File: src/eflc_consts.vh
/*
 Constants for the embedded flash lock, security and boot controller.
 Assumes inclusion by the controller and its write buffer, by bare name.
*/
`ifndef EFLC_CONSTS_VH
`define EFLC_CONSTS_VH

// Geometry
`define EFLC_PAGE_BYTES 256
`define EFLC_PAGES_PER_REGION 32
`define EFLC_REGION_BYTES 8192
`define EFLC_LOCK_BITS 16
`define EFLC_LOCK_BITS_SMALL 8
`define EFLC_PAGE_W 10
`define EFLC_WBUF_BYTES 128
`define EFLC_WBUF_WORDS 32
`define EFLC_WBUF_AW 5

// Register byte offsets
`define EFLC_OFF_MODE 12'h000
`define EFLC_OFF_CMD 12'h004
`define EFLC_OFF_STATUS 12'h008
`define EFLC_OFF_RESULT 12'h00C
`define EFLC_OFF_LOCKS 12'h010
`define EFLC_OFF_NVBITS 12'h014
`define EFLC_OFF_UID0 12'h020
`define EFLC_OFF_WBUF 12'h200
`define EFLC_OFF_ROMBASE 12'h018

// Command register layout: key[31:24], arg[23:8], opcode[7:0]
`define EFLC_CMD_KEY 8'h5A
`define EFLC_CMD_KEY_HI 31
`define EFLC_CMD_KEY_LO 24
`define EFLC_CMD_ARG_HI 23
`define EFLC_CMD_ARG_LO 8

// Command opcodes
`define EFLC_OP_DESC 8'h00
`define EFLC_OP_PROG 8'h01
`define EFLC_OP_ERASE_PAGE 8'h02
`define EFLC_OP_ERASE_ALL 8'h05
`define EFLC_OP_SET_LOCK 8'h08
`define EFLC_OP_CLR_LOCK 8'h09
`define EFLC_OP_SET_NV 8'h0B
`define EFLC_OP_CLR_NV 8'h0C

// Status bits
`define EFLC_ST_READY 0
`define EFLC_ST_CMDERR 1
`define EFLC_ST_LOCKERR 2

// Mode bit: read width select, 0 = 128-bit, 1 = 64-bit
`define EFLC_MODE_W64 0

// Nonvolatile bit positions
`define EFLC_NV_SECURE 0
`define EFLC_NV_BOOTSRC 1
`define EFLC_NV_BOOTBANK 2

// Memory map
`define EFLC_ROM_BASE 32'h00180000
`define EFLC_BOOT_ADDR 32'h00000000

// AXI responses
`define EFLC_RESP_OKAY 2'h0
`define EFLC_RESP_SLVERR 2'h2

// Cycles a flash operation occupies the array: one per buffered word
`define EFLC_OP_CYCLES 16'h0020
`endif

File: src/eflc_wbuf.v
/*
 Page write buffer: 32 words of 32 bits, filled a word at a time.
 Assumes the controller gates writes and reads it out while programming.
*/
`include "eflc_consts.vh"

module eflc_wbuf (
	input wire aclk,
	input wire aresetn,
	input wire wr_en,
	input wire [`EFLC_WBUF_AW-1:0] wr_idx,
	input wire [31:0] wr_data,
	input wire [3:0] wr_strb,
	input wire [`EFLC_WBUF_AW-1:0] rd_idx,
	output reg [31:0] rd_data
);
	reg [31:0] mem [0:`EFLC_WBUF_WORDS-1];
	integer b;

	always @(posedge aclk) begin
		if (wr_en) begin
			for (b = 0; b < 4; b = b + 1) begin
				if (wr_strb[b])
					mem[wr_idx][b*8 +: 8] <= wr_data[b*8 +: 8];
			end
		end
		if (!aresetn)
			rd_data <= 32'h00000000;
		else
			rd_data <= mem[rd_idx];
	end
endmodule

File: src/eflc_ctrl.v
/*
 Embedded flash lock, security and boot controller with AXI4-Lite registers.
 Assumes synchronous inputs on aclk, a flash array taking one word per cycle
 with no handshake back, and a wipe pin already debounced by the system.
*/
// The AXI4-Lite interface to the registers and the address map are this design's own decisions.
// Operation
// 256-byte pages, 32-page 8 KB lock regions
// Sixteen lock bits, eight on small variant
// Locked program or erase aborts, raises interrupt
// Set-lock and clear-lock commands change lock bit
// Wipe pin clears every lock bit
// Secure bit blocks debug and fast-port access
// Secure set only; cleared by wipe plus erase
// Wipe pin held beyond 200 ms externally
// 128-bit unique id, calibration bits read-only
// Three nonvolatile bits with set, clear commands
// Secondary controller has no nonvolatile bits
// Boot always fetches from address zero
// Boot-source bit set means flash boot
// Wipe pin clears the boot-source bit
// Boot-bank bit picks second block when set
// ROM always visible at fixed base
// 128-byte write buffer, 32-bit fill interface
// Read width selectable, 128 or 64 bits
// Descriptor command reports flash geometry
// Programmer straps pins high at power-up
// Fast port accepts read, program, erase, lock commands
// Busy while running; early command flags error
`include "eflc_consts.vh"

module eflc_ctrl #(
	parameter IS_PRIMARY = 1,
	parameter SMALL_VARIANT = 0,
	parameter [127:0] UNIQUE_ID = 128'h0123456789ABCDEF0011223344556677, // Arbitrary value
	parameter [15:0] CALIB_BITS = 16'hA5A5
) (
	input wire aclk,
	input wire aresetn,
	input wire [11:0] s_axi_awaddr,
	input wire s_axi_awvalid,
	output reg s_axi_awready,
	input wire [31:0] s_axi_wdata,
	input wire [3:0] s_axi_wstrb,
	input wire s_axi_wvalid,
	output reg s_axi_wready,
	output reg [1:0] s_axi_bresp,
	output reg s_axi_bvalid,
	input wire s_axi_bready,
	input wire [11:0] s_axi_araddr,
	input wire s_axi_arvalid,
	output reg s_axi_arready,
	output reg [31:0] s_axi_rdata,
	output reg [1:0] s_axi_rresp,
	output reg s_axi_rvalid,
	input wire s_axi_rready,
	input wire wipe_pin,
	input wire debug_req,
	input wire fast_port_req,
	output reg debug_grant_q,
	output reg fast_port_grant_q,
	output reg flash_irq_q,
	output reg busy_q,
	output reg read_wide_q,
	output reg boot_from_flash_q,
	output reg boot_bank_q,
	output reg [31:0] boot_map_base_q,
	output reg [31:0] rom_base_q,
	output reg flash_op_q,
	output reg [7:0] flash_opcode_q,
	output reg [`EFLC_PAGE_W-1:0] flash_page_q,
	output reg [31:0] flash_wdata_q
);
	localparam ST_IDLE = 2'd0;
	localparam ST_RUN = 2'd1;
	localparam ST_WIPE = 2'd2;

	reg [1:0] state_q;
	reg [15:0] count_q;
	reg [15:0] lock_q;
	reg [2:0] nv_q;
	reg cmd_err_q;
	reg lock_err_q;
	reg [31:0] result_q;
	reg [7:0] op_q;
	reg [15:0] arg_q;
	reg wipe_seen_q;
	reg [11:0] awaddr_q;
	reg aw_have_q;
	reg [31:0] wdata_q;
	reg [3:0] wstrb_q;
	reg w_have_q;
	reg [`EFLC_WBUF_AW-1:0] rd_idx_q;
	wire [31:0] wbuf_rdata;

	// Lock region of a page: 32 pages per region
	function [3:0] region_of;
		input [15:0] page;
		begin
			region_of = page[8:5];
		end
	endfunction

	function region_locked;
		input [15:0] page;
		input [15:0] locks;
		reg [3:0] r;
		begin
			r = region_of(page);
			if (SMALL_VARIANT != 0 && r[3])
				region_locked = 1'b0;
			else
				region_locked = locks[r];
		end
	endfunction

	wire do_write = aw_have_q && w_have_q && !s_axi_bvalid;
	wire wr_cmd = do_write && awaddr_q == `EFLC_OFF_CMD;
	wire wr_wbuf = do_write && awaddr_q >= `EFLC_OFF_WBUF &&
		awaddr_q < `EFLC_OFF_WBUF + 12'd128;
	wire key_ok = wdata_q[`EFLC_CMD_KEY_HI:`EFLC_CMD_KEY_LO] == `EFLC_CMD_KEY;
	wire [7:0] new_op = wdata_q[7:0];
	wire [15:0] new_arg = wdata_q[`EFLC_CMD_ARG_HI:`EFLC_CMD_ARG_LO];

	eflc_wbuf u_wbuf (
		.aclk(aclk),
		.aresetn(aresetn),
		.wr_en(wr_wbuf && state_q == ST_IDLE),
		.wr_idx(awaddr_q[6:2]),
		.wr_data(wdata_q),
		.wr_strb(wstrb_q),
		.rd_idx(rd_idx_q),
		.rd_data(wbuf_rdata)
	);

	// AXI write address and data, taken in either order
	always @(posedge aclk) begin
		if (!aresetn) begin
			aw_have_q <= 1'b0;
			w_have_q <= 1'b0;
			awaddr_q <= 12'h000;
			wdata_q <= 32'h00000000;
			wstrb_q <= 4'h0;
			s_axi_awready <= 1'b0;
			s_axi_wready <= 1'b0;
			s_axi_bvalid <= 1'b0;
			s_axi_bresp <= `EFLC_RESP_OKAY;
		end else begin
			s_axi_awready <= !aw_have_q && !s_axi_awready && !s_axi_bvalid;
			s_axi_wready <= !w_have_q && !s_axi_wready && !s_axi_bvalid;
			if (s_axi_awvalid && s_axi_awready) begin
				aw_have_q <= 1'b1;
				awaddr_q <= {s_axi_awaddr[11:2], 2'b00};
				s_axi_awready <= 1'b0;
			end
			if (s_axi_wvalid && s_axi_wready) begin
				w_have_q <= 1'b1;
				wdata_q <= s_axi_wdata;
				wstrb_q <= s_axi_wstrb;
				s_axi_wready <= 1'b0;
			end
			if (do_write) begin
				aw_have_q <= 1'b0;
				w_have_q <= 1'b0;
				s_axi_bvalid <= 1'b1;
				if (awaddr_q == `EFLC_OFF_CMD || awaddr_q == `EFLC_OFF_MODE || wr_wbuf)
					s_axi_bresp <= `EFLC_RESP_OKAY;
				else
					s_axi_bresp <= `EFLC_RESP_SLVERR;
			end else if (s_axi_bvalid && s_axi_bready) begin
				s_axi_bvalid <= 1'b0;
			end
		end
	end

	// AXI read channel
	always @(posedge aclk) begin
		if (!aresetn) begin
			s_axi_arready <= 1'b0;
			s_axi_rvalid <= 1'b0;
			s_axi_rdata <= 32'h00000000;
			s_axi_rresp <= `EFLC_RESP_OKAY;
		end else begin
			s_axi_arready <= !s_axi_arready && !s_axi_rvalid;
			if (s_axi_arvalid && s_axi_arready) begin
				s_axi_arready <= 1'b0;
				s_axi_rvalid <= 1'b1;
				s_axi_rresp <= `EFLC_RESP_OKAY;
				if (s_axi_araddr[11:2] == `EFLC_OFF_MODE >> 2)
					s_axi_rdata <= {31'h0, ~read_wide_q};
				else if (s_axi_araddr[11:2] == `EFLC_OFF_STATUS >> 2)
					s_axi_rdata <= {29'h0, lock_err_q, cmd_err_q, ~busy_q};
				else if (s_axi_araddr[11:2] == `EFLC_OFF_RESULT >> 2)
					s_axi_rdata <= result_q;
				else if (s_axi_araddr[11:2] == `EFLC_OFF_LOCKS >> 2)
					s_axi_rdata <= {16'h0, lock_q};
				else if (s_axi_araddr[11:2] == `EFLC_OFF_NVBITS >> 2)
					s_axi_rdata <= {13'h0, CALIB_BITS, nv_q};
				else if (s_axi_araddr[11:2] == `EFLC_OFF_ROMBASE >> 2)
					s_axi_rdata <= rom_base_q;
				else if (s_axi_araddr[11:4] == `EFLC_OFF_UID0 >> 4)
					s_axi_rdata <= UNIQUE_ID[s_axi_araddr[3:2]*32 +: 32];
				else begin
					s_axi_rdata <= 32'h00000000;
					s_axi_rresp <= `EFLC_RESP_SLVERR;
				end
			end else if (s_axi_rvalid && s_axi_rready) begin
				s_axi_rvalid <= 1'b0;
			end
		end
	end

	// Command sequencer, locks and nonvolatile bits
	always @(posedge aclk) begin
		if (!aresetn) begin
			state_q <= ST_IDLE;
			count_q <= 16'h0000;
			lock_q <= 16'h0000;
			nv_q <= 3'b000;
			cmd_err_q <= 1'b0;
			lock_err_q <= 1'b0;
			result_q <= 32'h00000000;
			op_q <= 8'h00;
			arg_q <= 16'h0000;
			wipe_seen_q <= 1'b0;
			busy_q <= 1'b0;
			flash_irq_q <= 1'b0;
			read_wide_q <= 1'b1;
			flash_op_q <= 1'b0;
			flash_opcode_q <= 8'h00;
			flash_page_q <= {`EFLC_PAGE_W{1'b0}};
			flash_wdata_q <= 32'h00000000;
			rd_idx_q <= {`EFLC_WBUF_AW{1'b0}};
		end else begin
			flash_op_q <= 1'b0;
			flash_irq_q <= 1'b0;
			if (do_write && awaddr_q == `EFLC_OFF_MODE && wstrb_q[0])
				read_wide_q <= !wdata_q[`EFLC_MODE_W64];
			case (state_q)
			ST_IDLE: begin
				if (wipe_pin) begin
					lock_q <= 16'h0000;
					nv_q[`EFLC_NV_BOOTSRC] <= 1'b0;
					wipe_seen_q <= 1'b1;
					state_q <= ST_WIPE;
					busy_q <= 1'b1;
					count_q <= 16'h0000;
				end else if (wr_cmd && key_ok) begin
					op_q <= new_op;
					arg_q <= new_arg;
					cmd_err_q <= 1'b0;
					lock_err_q <= 1'b0;
					if ((new_op == `EFLC_OP_PROG || new_op == `EFLC_OP_ERASE_PAGE) &&
						region_locked(new_arg, lock_q)) begin
						lock_err_q <= 1'b1;
						flash_irq_q <= 1'b1;
					end else if ((new_op == `EFLC_OP_SET_LOCK || new_op == `EFLC_OP_CLR_LOCK) &&
						SMALL_VARIANT != 0 && region_of(new_arg) >= `EFLC_LOCK_BITS_SMALL) begin
						cmd_err_q <= 1'b1;
					end else if (new_op == `EFLC_OP_SET_LOCK) begin
						lock_q[region_of(new_arg)] <= 1'b1;
					end else if (new_op == `EFLC_OP_CLR_LOCK) begin
						lock_q[region_of(new_arg)] <= 1'b0;
					end else if ((new_op == `EFLC_OP_SET_NV || new_op == `EFLC_OP_CLR_NV) &&
						(IS_PRIMARY == 0 || new_arg > 16'd2)) begin
						cmd_err_q <= 1'b1;
					end else if (new_op == `EFLC_OP_SET_NV) begin
						nv_q[new_arg[1:0]] <= 1'b1;
					end else if (new_op == `EFLC_OP_CLR_NV) begin
						if (new_arg[1:0] != `EFLC_NV_SECURE)
							nv_q[new_arg[1:0]] <= 1'b0;
						else
							cmd_err_q <= 1'b1;
					end else if (new_op == `EFLC_OP_DESC) begin
						result_q <= {5'd0, 11'd`EFLC_PAGE_BYTES, 6'd`EFLC_PAGES_PER_REGION,
							SMALL_VARIANT ? 5'd`EFLC_LOCK_BITS_SMALL : 5'd`EFLC_LOCK_BITS, 5'd0};
					end else if (new_op == `EFLC_OP_PROG || new_op == `EFLC_OP_ERASE_PAGE ||
						new_op == `EFLC_OP_ERASE_ALL) begin
						state_q <= ST_RUN;
						busy_q <= 1'b1;
						count_q <= 16'h0000;
						// Buffer read runs one word ahead of the array
						rd_idx_q <= {{(`EFLC_WBUF_AW-1){1'b0}}, 1'b1};
					end else begin
						cmd_err_q <= 1'b1;
					end
				end
			end
			ST_RUN: begin
				if (wr_cmd)
					cmd_err_q <= 1'b1;
				count_q <= count_q + 16'h0001;
				// Busy falls on the edge that ends the last array cycle, together with flash_op_q
				if (count_q == `EFLC_OP_CYCLES) begin
					state_q <= ST_IDLE;
					busy_q <= 1'b0;
					rd_idx_q <= {`EFLC_WBUF_AW{1'b0}};
					if (op_q == `EFLC_OP_ERASE_ALL && wipe_seen_q) begin
						nv_q[`EFLC_NV_SECURE] <= 1'b0;
						wipe_seen_q <= 1'b0;
					end
				end else begin
					flash_op_q <= 1'b1;
					flash_opcode_q <= op_q;
					flash_page_q <= arg_q[`EFLC_PAGE_W-1:0];
					flash_wdata_q <= wbuf_rdata;
					rd_idx_q <= rd_idx_q + 1'b1;
				end
			end
			default: begin
				// Wipe: clear protection, then a full array erase
				if (wr_cmd)
					cmd_err_q <= 1'b1;
				if (!wipe_pin) begin
					op_q <= `EFLC_OP_ERASE_ALL;
					arg_q <= 16'h0000;
					count_q <= 16'h0000;
					state_q <= ST_RUN;
				end
			end
			endcase
		end
	end

	// Boot map, ROM alias and port gating
	always @(posedge aclk) begin
		if (!aresetn) begin
			boot_from_flash_q <= 1'b0;
			boot_bank_q <= 1'b0;
			boot_map_base_q <= `EFLC_ROM_BASE;
			rom_base_q <= `EFLC_ROM_BASE;
			debug_grant_q <= 1'b0;
			fast_port_grant_q <= 1'b0;
		end else begin
			boot_from_flash_q <= nv_q[`EFLC_NV_BOOTSRC];
			boot_bank_q <= nv_q[`EFLC_NV_BOOTBANK];
			// Memory aliased at the boot address
			if (!nv_q[`EFLC_NV_BOOTSRC])
				boot_map_base_q <= `EFLC_ROM_BASE;
			else
				boot_map_base_q <= `EFLC_BOOT_ADDR;
			rom_base_q <= `EFLC_ROM_BASE;
			debug_grant_q <= debug_req && !nv_q[`EFLC_NV_SECURE];
			fast_port_grant_q <= fast_port_req && !nv_q[`EFLC_NV_SECURE];
		end
	end
endmodule

File: config.mk
export PLATFORM = sky130hd
export DESIGN_NAME = eflc_ctrl
export DESIGN_NICKNAME = d
export VERILOG_FILES = /design/src/eflc_wbuf.v /design/src/eflc_ctrl.v
export VERILOG_INCLUDE_DIRS = /design/src
export SDC_FILE = /design/constraint.sdc
export NUM_CORES = 1
export LEC_CHECK = 0
export ABC_CLOCK_PERIOD_IN_PS = 4600
export BUFFER_PORTS_ARGS = -buffer_cell sky130_fd_sc_hd__buf_2
export CORE_ASPECT_RATIO = 1.75
export CORE_MARGIN = 5
export CORE_UTILIZATION = 50
export CTS_CLUSTER_DIAMETER = 120
export CTS_CLUSTER_SIZE = 30
export DETAILED_ROUTE_END_ITERATION = 12
export PLACE_DENSITY = 0.75
export SYNTH_ARGS = -nofsm -noshare
export SYNTH_HDL_FRONTEND = slang
export SYNTH_SLANG_ARGS = --single-unit
export TNS_END_PERCENT = 100
File: constraint.sdc
create_clock -name aclk -period 4.6 [get_ports aclk]
set_clock_uncertainty 0.15 [all_clocks]
set_input_delay 0.23 -clock aclk [delete_from_list [all_inputs] [get_ports aclk]]
set_output_delay 0.23 -clock aclk [all_outputs]
set_load 0.05 [all_outputs]
Word-level counts from Yosys, hierarchy flattened:

Memory sizes are Yosys's and may differ from the RTL's. A register that Yosys moved wholly into a read port is not among the register bits.
Cells that the tools add are included.

* $add $sub $neg: 2
* magnitude comparators: 7
* equality and inequality tests: 47
* shift-type cells: 1
* muxes and demuxes: 133
* bitwise operators: 20
* reduce and logical (&&, ||, !) cells: 76

Operators with widths (count)
* 16-bit two-way mux: 16
* 32-bit two-way mux: 7
* 128-bit by 8-bit variable part select with 32-bit output (first input constant): 1
* 5-bit two-way mux: 11
* 1-bit two-way mux: 54
* 2-bit two-way mux: 25
* 11-bit AND reduction: 4
* 8-bit by 4-bit == test with 1-bit output (second input constant): 4
* 16-bit one-hot mux with 2 select lines: 1
* 10-bit by 3-bit == test with 1-bit output (second input constant): 3
* 2-bit inequality test (second input constant): 15
* 1-bit logical AND: 26
* 8-bit two-way mux: 3
* 21-bit two-way mux: 1
* 3-bit inequality test (second input constant): 7
* 10-bit by 2-bit == test with 1-bit output (second input constant): 2
* 10-bit two-way mux: 2
* 10-bit one-hot mux with 2 select lines: 1
* 10-bit AND reduction: 2
* 16-bit by 1-bit adder with 16-bit output (second input constant): 1
* 16-bit bitwise AND: 1
* 16-bit by 6-bit == test with 1-bit output (second input constant): 1
* 8-bit by 2-bit == test with 1-bit output (second input constant): 2
* 8-bit by 3-bit == test with 1-bit output (second input constant): 2
* other kinds (44): 94

* register bits after elaboration: 243
* bits in writable memories: 1024
* input port bits: 70
* output and inout port bits: 163
* word-level logic and storage cells: 325
* memories: 1

Memory list
* u_wbuf.mem: words 32, bits a word 32, read ports 1, clocked after memory_dff 1, wr ports 1, line eflc_wbuf.v:17 `` reg [31:0] mem [0:`EFLC_WBUF_WORDS-1]; ``

Logic depth before layout (Yosys ltp):

Gate-level depths: netlist of the first run.

* depth after elaboration: 16
* gate-level depth with buffers: 10
* mapped depth without buffers: 9

Modules after synthesis:

Synthesis of the first run repeated with hierarchy kept, for this count alone.

* cells, all modules: 3007
* area total of the unflattened synthesis: 49358.6 sq um

Modules (own cells, without submodules)
* eflc_wbuf: instances 1, cells an instance 1873, area an instance 40318.7 sq um, sequential area each 31390.1 sq um
* eflc_ctrl: instances 1, cells an instance 1134, area an instance 9039.9 sq um, sequential area each 4043.9 sq um

Least setup slack after synthesis of the first run:

OpenSTA, ideal clock, no wires.

* path type: register to register
* start: register wdata_q[14]
* end: register rd_idx_q[2]
* library setup time: 120 ps
* arrival: 2409 ps
* required time: 4330 ps
* slack: 1921 ps
* stages on the path, launching flop included: 9
* path buffers: 2
* clock period less this slack: 2679 ps
* path through: dfxtp_1 > clkbuf_1 > buf_6 > mux2i_1 > nand3_1 > nand4_1 > nand4_2 > o311a_1 > a211o_1

* longest elaborated chain between the ends: 9
* elaborated cells on any way between the ends: 12
* those cells by class: 1 x order compare; 2 x eq/ne; 6 x mux; 3 x reduce/logical

RTL lines
* start: declaration: line eflc_ctrl.v:90 `reg [31:0] wdata_q;`
* start signal: assignment: line eflc_ctrl.v:158 `wdata_q <= s_axi_wdata;`
* 1-bit binary-select mux with 4-bit select: line eflc_ctrl.v:113 `region_locked = locks[r];`
* 1-bit two-way mux (implied by the code): line eflc_ctrl.v:113
* 1-bit two-way mux: line eflc_ctrl.v:248 `end else if (wr_cmd && key_ok) begin`
* 1-bit two-way mux: line eflc_ctrl.v:241 `if (wipe_pin) begin`
* 1-bit two-way mux: line eflc_ctrl.v:239 `case (state_q)`
* 1-bit two-way mux: line eflc_ctrl.v:215 `if (!aresetn) begin`
* 1-bit logical AND: line eflc_ctrl.v:253 `` if ((new_op == `EFLC_OP_PROG || new_op == `EFLC_OP_ERASE_PAGE) && ``
* 2-bit inequality test (no line)
* 11-bit AND reduction (no line) *
* end signal: assignment: line eflc_ctrl.v:233 `` rd_idx_q <= {`EFLC_WBUF_AW{1'b0}}; ``
* end signal: assignment: line eflc_ctrl.v:283 `` rd_idx_q <= {{(`EFLC_WBUF_AW-1){1'b0}}, 1'b1}; ``
* end signal: assignment: line eflc_ctrl.v:297 `` rd_idx_q <= {`EFLC_WBUF_AW{1'b0}}; ``
* end: declaration: line eflc_ctrl.v:93 `` reg [`EFLC_WBUF_AW-1:0] rd_idx_q; ``

Every way passes the cells marked *; elsewhere a longest branch is shown, timed or not. The select of a mux whose other input is x is not followed.
A chain may end at the register's enable or synchronous reset.

Final worst setup path of the first run:

* start: register awaddr_q[11]
* end: memory u_wbuf.mem[27][28] (enable)

* longest elaborated chain between the ends: 6
* elaborated cells on any way between the ends: 7
* those cells by class: 2 x order compare; 2 x mux; 3 x reduce/logical

RTL lines
* start: declaration: line eflc_ctrl.v:88 `reg [11:0] awaddr_q;`
* start signal: assignment: line eflc_ctrl.v:153 `awaddr_q <= {s_axi_awaddr[11:2], 2'b00};`
* 12-bit by 10-bit >= comparator with 1-bit output (no line)
* 1-bit logical AND (no line)
* 1-bit logical AND *: line eflc_ctrl.v:119 `` wire wr_wbuf = do_write && awaddr_q >= `EFLC_OFF_WBUF && ``
* 1-bit logical AND *: line eflc_ctrl.v:128 `.wr_en(wr_wbuf && state_q == ST_IDLE),`
* 1-bit two-way mux *: line eflc_wbuf.v:21 `if (wr_en) begin`
* 1-bit two-way mux (implied by the code) *: line eflc_wbuf.v:24 `mem[wr_idx][b*8 +: 8] <= wr_data[b*8 +: 8];`
* end: declaration: line eflc_wbuf.v:17

Every way passes the cells marked *; elsewhere a longest branch is shown, timed or not.

==> impl_metrics.tcl, run 1 <==
set metrics [dict create \
    cts_tree "built" \
    clkTransAtPathRegs_ns 0.11 \
    cts_setup_buffers 0 \
    drc 0 \
    h-tree-depth 2 \
    cp-start-kind "flop" \
    vias 25900 \
    hp-class "input pin to flop" \
    synth_compound_area_frac 0.0379 \
    dr.pass1.iters 6 \
    drive_above_1_share 0.205 \
    cts_buffer_depth 3 \
    finalSetupViolCount 0 \
    critPathCaptureType "flop" \
    period_minus_slack_ns 3.69 \
    status "complete, no violations" \
    multi_input_area_sq_um 12800 \
    grt_pass1_vias 26000 \
    netlist_instances 2904 \
    async_flop_share 0 \
    p_leak_nw 17.7 \
    ant_nets 0 \
    fillCellCount 7404 \
    cts.sinks 1258 \
    gp_congestion 0.909 \
    synth-seq-cells 1258 \
    syn_avg_cell_area_sq_um 17.0 \
    drt-initial-drc-count 2425 \
    io_pins 233 \
    maxCapViolCount 0 \
    core_sq_um 98100 \
    timing.fmax_mhz 271 \
    grt_first_pass_wirelength_um 165000 \
    initial_core_util 0.503 \
    setup_tns_ns 0 \
    core.rowCount 152 \
    timing.final.crit_share 0.801 \
    postLayoutCoreUtil 0.546 \
    ys_seq_area_frac 0.718 \
    pwr_density_cell_nw_per_um2 354 \
    grt_antenna_before_repair 2 \
    dieArea_sq_um 105000 \
    die_y_um 426 \
    track_usage 0.209 \
    ys_types 78 \
    area_delta_synth_final_pct 8.53 \
    nNetsFinal 3152 \
    rsz0062_at_grt "no" \
    syn_area_sq_um 49300 \
    slew_headroom 0.144 \
    worst-path-max-fanout 29 \
    grt_max_degree 79 \
    synth_edf_count 1024 \
    tightest_slew_ns 1.28 \
    synth_ff_type "edfxtp_1" \
    wl_um 112000 \
    seq_area_sq_um 35500 \
    portBuffers 161 \
    report.final.slew_viol_count 0 \
    synthSimpleGateAreaFrac 0.0646 \
    avgRoutedWirePerCell_um 25.2 \
    finalHoldViolations 0 \
    synth-adder-area-share 0.000761 \
    vdd_drop_max_mv 0.329 \
    overflow 0 \
    synth_top_family_by_area "multiplexers" \
    viasPerCell 5.85 \
    synth_mux_area_frac 0.150 \
    yosys_warnings 0 \
    critical_path_required_ns 4.72 \
    cts-root-buf "clkbuf_16" \
    clk_latency_ns 0.64 \
    synth_xor_area_frac 0.000355 \
    cts_buffers 47 \
    die_w_um 247 \
    cp_data_arrival_time_ns 3.80 \
    crit_type "flop to flop" \
    dp_hpwl_um 74900 \
]
cells in the final DEF, fill, tap and decap left out, types with 8 or more instances in the layout:
master / n
clkbuf_16: 47
buf_12: 11
edfxtp_1: 1024
nand2b_1: 9
nor4_1: 8
a21oi_1: 147
a211oi_1: 40
nor2_1: 216
nand4_1: 15
inv_1: 10
buf_2: 161
o21ai_0: 40
a22oi_1: 14
nand2_1: 299
mux2i_1: 59
dfxtp_1: 228
nand4b_1: 11
and3_1: 9
buf_4: 77
mux4_2: 302
nand3_1: 37
conb_1: 67
and2_1: 8
clkbuf_1: 37
a31oi_1: 15
dlygate4sd3_1: 67
nor2b_1: 22
nor3_1: 22
sequential cells by signal, summed over array words and instances, names as in the netlist, 4 cells and up, named ones only:
name / count
u_wbuf.mem: 1024
s_axi_rdata: 24
arg_q: 10
flash_opcode_q: 8
awaddr_q: 10
op_q: 8
lock_q: 16
flash_wdata_q: 32
wdata_q: 32
u_wbuf.rd_data: 32
flash_page_q: 10
rd_idx_q: 5
count_q: 16
wstrb_q: 4
worst max-delay path, cell delays in order (launching register included):
cell,delay [ns]
dfxtp_1,0.33
nor4_1,0.54
and2_1,0.26
and3_1,0.34
nand2_1,0.68
buf_4,0.40
nor2_1,0.59
cells by family (layout without fill, tap and decap cells):
logic type / after synthesis / after routing
AO/OA/AOI/OAI: 305 / 305
XOR/XNOR: 2 / 2
adder cells (fa/ha/maj): 3 / 3
buffers and inverters: 267 / 416
flip-flops: 1258 / 1258
multiplexers: 361 / 361
other: 2 / 70
AND/OR/NAND/NOR: 706 / 706
report_power, final:
| group | leakage, nW | internal (mW) | switching [mW] |
|---|---|---|---|
| Combinational | 4.93 | 0.538 | 0.844 |
| Sequential | 12.1 | 12.3 | 0.105 |
| Clock | 0.638 | 1.98 | 3.19 |
through the flow:
step / total power, mW / instance area, sq um / setup WS [ns] / cells / hold slack, ns
after floorplan: 13.7 / 49600 / 1.92 / 2969 / 0.216
after global placement: 14.0 / 51500 / 1.06 / 4272 / 0.269
after detailed placement: 14.0 / 51500 / 0.960 / 4272 / 0.277
after CTS: 19.1 / 53500 / 0.919 / 4427 / 0.00279
after global routing: 19.6 / 53500 / 0.794 / 4427 / 0.0609
final: 19.0 / 53500 / 0.915 / 4430 / 0.0320
path summary, 6_finish.rpt:
kind,depth (start not counted),slack [ns],end,startpoint
hold reg to reg,2,0.29,flash_wdata_q[1],u_wbuf.rd_data[1]
setup reg to reg,6,0.91,u_wbuf.mem[27][28],awaddr_q[11]
hold / removal,4,0.03,s_axi_rvalid,s_axi_arvalid
setup / recovery,6,0.91,u_wbuf.mem[27][28],awaddr_q[11]
final cells by class:
type                    instances  area share
diodes                          3    0.000140
clock buffers                  84      0.0246
clock inverters                 4    0.000561
inverters                      12    0.000935
multi-input cells            1444       0.238
flip-flops and latches       1258       0.662
well taps                    1309      0.0306
repair buffers                316      0.0425
routing by layer:
layer | up-vias | part of all wire | track usage
li1 | 11500 | - | -
met1 | 13100 | 0.35 | 0.247
met2 | 1112 | 0.53 | 0.374
met3 | 199 | 0.077 | 0.0348
met4 | 2 | 0.050 | 0.0910
met5 | - | 0.00014 | 0
synthesized netlist by cell type (22+ instances only):
cell type     n  share of area
nand2_1     301          0.023
o21ai_0      41         0.0042
nor2b_1      22         0.0028
dfxtp_1     234          0.095
edfxtp_1   1024           0.62
clkbuf_1    126         0.0096
a21oi_1     147          0.015
nor2_1      216          0.016
a211oi_1     40         0.0061
mux2i_1      59          0.012
buf_2        32         0.0032
buf_4        74          0.011
mux4_2      302           0.14
nand3_1      37         0.0038
nor3_1       22         0.0022
timing repair:
item	CTS	global route
endpoints found under the hold margin	64	0
hold buffers	67	0
gates resized for setup	0	0
Power figures use the tool's default switching activity.
==> inputs of run 2 (changes only) <==
ABC_AREA = 1   (was not set)
ABC_CLOCK_PERIOD_IN_PS = 3300   (was 4600)
PLACE_DENSITY = 0.78   (was 0.75)
clock period = 3.3 ns   (was 4.6 ns; I/O delays follow)
==> run 2 against run 1 <==
Compared with the run above:
- non-clock buffer count rose by 176
- setup slack got worse by 0.85 ns
- synthesized cell count rose by 53%
- total power rose by 50%
- largest power group unchanged
- critical path type is now input pin to flop
- flip-flop and latch count did not move
==> impl_metrics.tcl, run 2 <==
set metrics [dict create \
    grt_antenna_before_repair 5 \
    ys_types 46 \
    period_minus_slack_ns 3.23 \
    wl_um 142000 \
    drt-initial-drc-count 4102 \
    synth_compound_area_frac 0.136 \
    area_delta_synth_final_pct 9.96 \
    worst-path-max-fanout 6 \
    synth_mux_area_frac 0 \
    path_delay_family "buffers and inverters" \
    portBuffers 161 \
    timing.fmax_mhz 310 \
    synth_top_cell_by_area "edfxtp_1" \
    crit_path_max_incr_delay_ns 0.62 \
    finalHoldViolations 0 \
    cts_buffers 47 \
    gp_congestion 0.951 \
    cts.sinks 1258 \
    fillCellCount 8001 \
    synth-seq-cells 1258 \
    vdd_drop_max_mv 0.544 \
    drive_above_1_share 0.106 \
    slew_headroom 0.345 \
    synthSimpleGateAreaFrac 0.118 \
    report.final.slew_viol_count 0 \
    yosysMostFrequentCell "edfxtp_1" \
    netlist_instances 4446 \
    critPathCaptureType "flop" \
    cts_buffer_depth 3 \
    cts-root-buf "clkbuf_16" \
    die_y_um 432 \
    die_w_um 251 \
    synth_area_leaders "edfxtp_1, dfxtp_1, nor2_1" \
    worstPathCellList "dlygate4sd3_1 > buf_2 > nor2_2 > inv_1 > nor3_2 > nand2_2 > nor2_2 > dlygate4sd3_1 > nand2_1 > dlygate4sd3_1 > a21oi_1 > dlygate4sd3_1" \
    syn_area_sq_um 50900 \
    overflow 0 \
    tightest_slew_ns 0.982 \
    nNetsFinal 4759 \
    slowest_stage "dlygate4sd3_1" \
    finalSetupViolCount 0 \
    final_cell_area_sq_um 55900 \
    critical_path_required_ns 3.78 \
    final_cell_mix "edfxtp_1, nor2_1, o21ai_0" \
    ant_nets 0 \
    layout_commonest_cell "edfxtp_1" \
    dieArea_sq_um 108000 \
    grt_max_degree 134 \
    hp-class "input pin to flop" \
    syn_avg_cell_area_sq_um 11.4 \
    yosys_warnings 0 \
    cp_num_buf_inv 6 \
    avgRoutedWirePerCell_um 23.4 \
    p_leak_nw 19.3 \
    crit_type "input pin to flop" \
    clk_latency_ns 0.68 \
    ys_seq_area_frac 0.696 \
    grt_pass1_vias 35200 \
    drc 0 \
    cts_tree "built" \
    clkTransAtPathRegs_ns 0.12 \
    vias 36400 \
    worst_path_most_repeated_cell "dlygate4sd3_1" \
    io_pins 233 \
    core_sq_um 101000 \
    synth_ff_type "edfxtp_1" \
    synth-adder-area-share 0.000738 \
    initial_core_util 0.504 \
    synth_edf_count 1024 \
    status "complete, no violations" \
    track_usage 0.250 \
    regMostFlops "u_wbuf.mem" \
    seq_area_sq_um 35400 \
    dr.pass1.iters 6 \
    postLayoutCoreUtil 0.554 \
    largest_register_ffs 1024 \
    h-tree-depth 2 \
    multi_input_area_sq_um 13300 \
    core.rowCount 154 \
    cp_data_arrival_time_ns 3.71 \
    viasPerCell 6.02 \
    finalPower_mw 28.4 \
    maxCapViolCount 0 \
    cp-start-kind "input pin" \
    setup_tns_ns 0 \
    async_flop_share 0 \
    synth_common_cells "edfxtp_1, nor2_1, o21ai_0, nand2_1, dfxtp_1" \
    synth_xor_area_frac 0.000172 \
    place_area_sq_um 53600 \
    dp_hpwl_um 92000 \
    yosys.area.top_type_share 0.604 \
    synth_top_family_by_area "compound AO/OA/AOI/OAI gates" \
    timing.final.crit_share 0.979 \
    grt_first_pass_wirelength_um 209000 \
    pwr_density_cell_nw_per_um2 508 \
]
run 2: cell count changes in the layout (fill, tap and decap cells not counted), moves of 49 or more:
cell      previous run  this run
buf_4               77       228
inv_1               10       111
mux2i_1             59         0
mux4_2             302         0
nand3_1             37       128
nor2_1             216       986
o211ai_1             5       166
o21ai_0             40       647
o21ai_1              0        49
o221ai_1             2        80
o22ai_1              1        88
run 2: worst paths after layout:
kind | start | endpoint | slack (ns) | cells past startpoint
worst max-delay path | s_axi_araddr[11] | s_axi_rdata[27] | 0.07 | 12
worst min-delay path | s_axi_wvalid | wdata_q[12] | 0.08 | 3
worst max register to register | lock_q[10] | s_axi_rdata[10] | 0.53 | 7
worst min register to register | u_wbuf.rd_data[19] | flash_wdata_q[19] | 0.31 | 2
run 2: area by class of cell:
| class | count | area share |
|---|---|---|
| flip-flops and latches | 1258 | 0.634 |
| multi-input cells | 2761 | 0.237 |
| repair buffers | 492 | 0.0662 |
| well taps | 1326 | 0.0297 |
| clock buffers | 85 | 0.0238 |
| inverters | 126 | 0.00877 |
| clock inverters | 2 | 0.000581 |
| diodes | 4 | 0.000179 |
run 2: logic make-up (layout without fill, tap and decap cells):
kind of cell,count (synthesis),after routing
buf+inv,492,705
compound gates,1200,1200
flops,1258,1258
fa+ha+maj,3,3
simple gates,1490,1490
other cells,2,71
xor+xnor,1,1
run 2: repair_timing:
| action | 4_1_cts | 5_1_grt |
|---|---|---|
| endpoints found under the hold margin | 128 | 0 |
| setup buffers | 0 | 2 |
| endpoints found under the setup margin | 0 | 3 |
| hold buffers | 91 | 0 |
| resized for setup | 0 | 9 |
run 2: stage by stage:
stage	setup slack (ns)	hold slack [ns]	std cells
2_1_floorplan	0.854	0.136	4511
3_3_place_gp	0.827	0.268	5872
3_5_place_dp	0.731	0.270	5872
4_1_cts	0.0679	0.0166	6050
5_1_grt	-0.0130	0.0861	6051
6_report	0.0691	0.0754	6054
run 2: power by group:
group / internal, mW / switching, mW / leakage, nW
Clock: 2.79 / 4.57 / 0.644
Combinational: 0.843 / 2.64 / 7.41
Sequential: 17.4 / 0.169 / 11.2
Total: 21.1 / 7.38 / 19.3
run 2: worst reg2reg max path, stage by stage (launching register included):
cell and delay, ns:
dfxtp_1 0.45, nand2_1 0.10, nand3_1 0.08, dlygate4sd3_1 0.56, nand2_1 0.06, dlygate4sd3_1 0.58, a21oi_1 0.16, dlygate4sd3_1 0.58
run 2: layer usage:
layer	wire length (um)	share of wire	GRT usage	vias up
met4	11000	0.077	0.167	2
met3	11600	0.082	0.0318	450
met2	72300	0.51	0.446	2183
li1	-	-	-	16300
met1	46900	0.33	0.279	17500
met5	9	0.000063	0	-
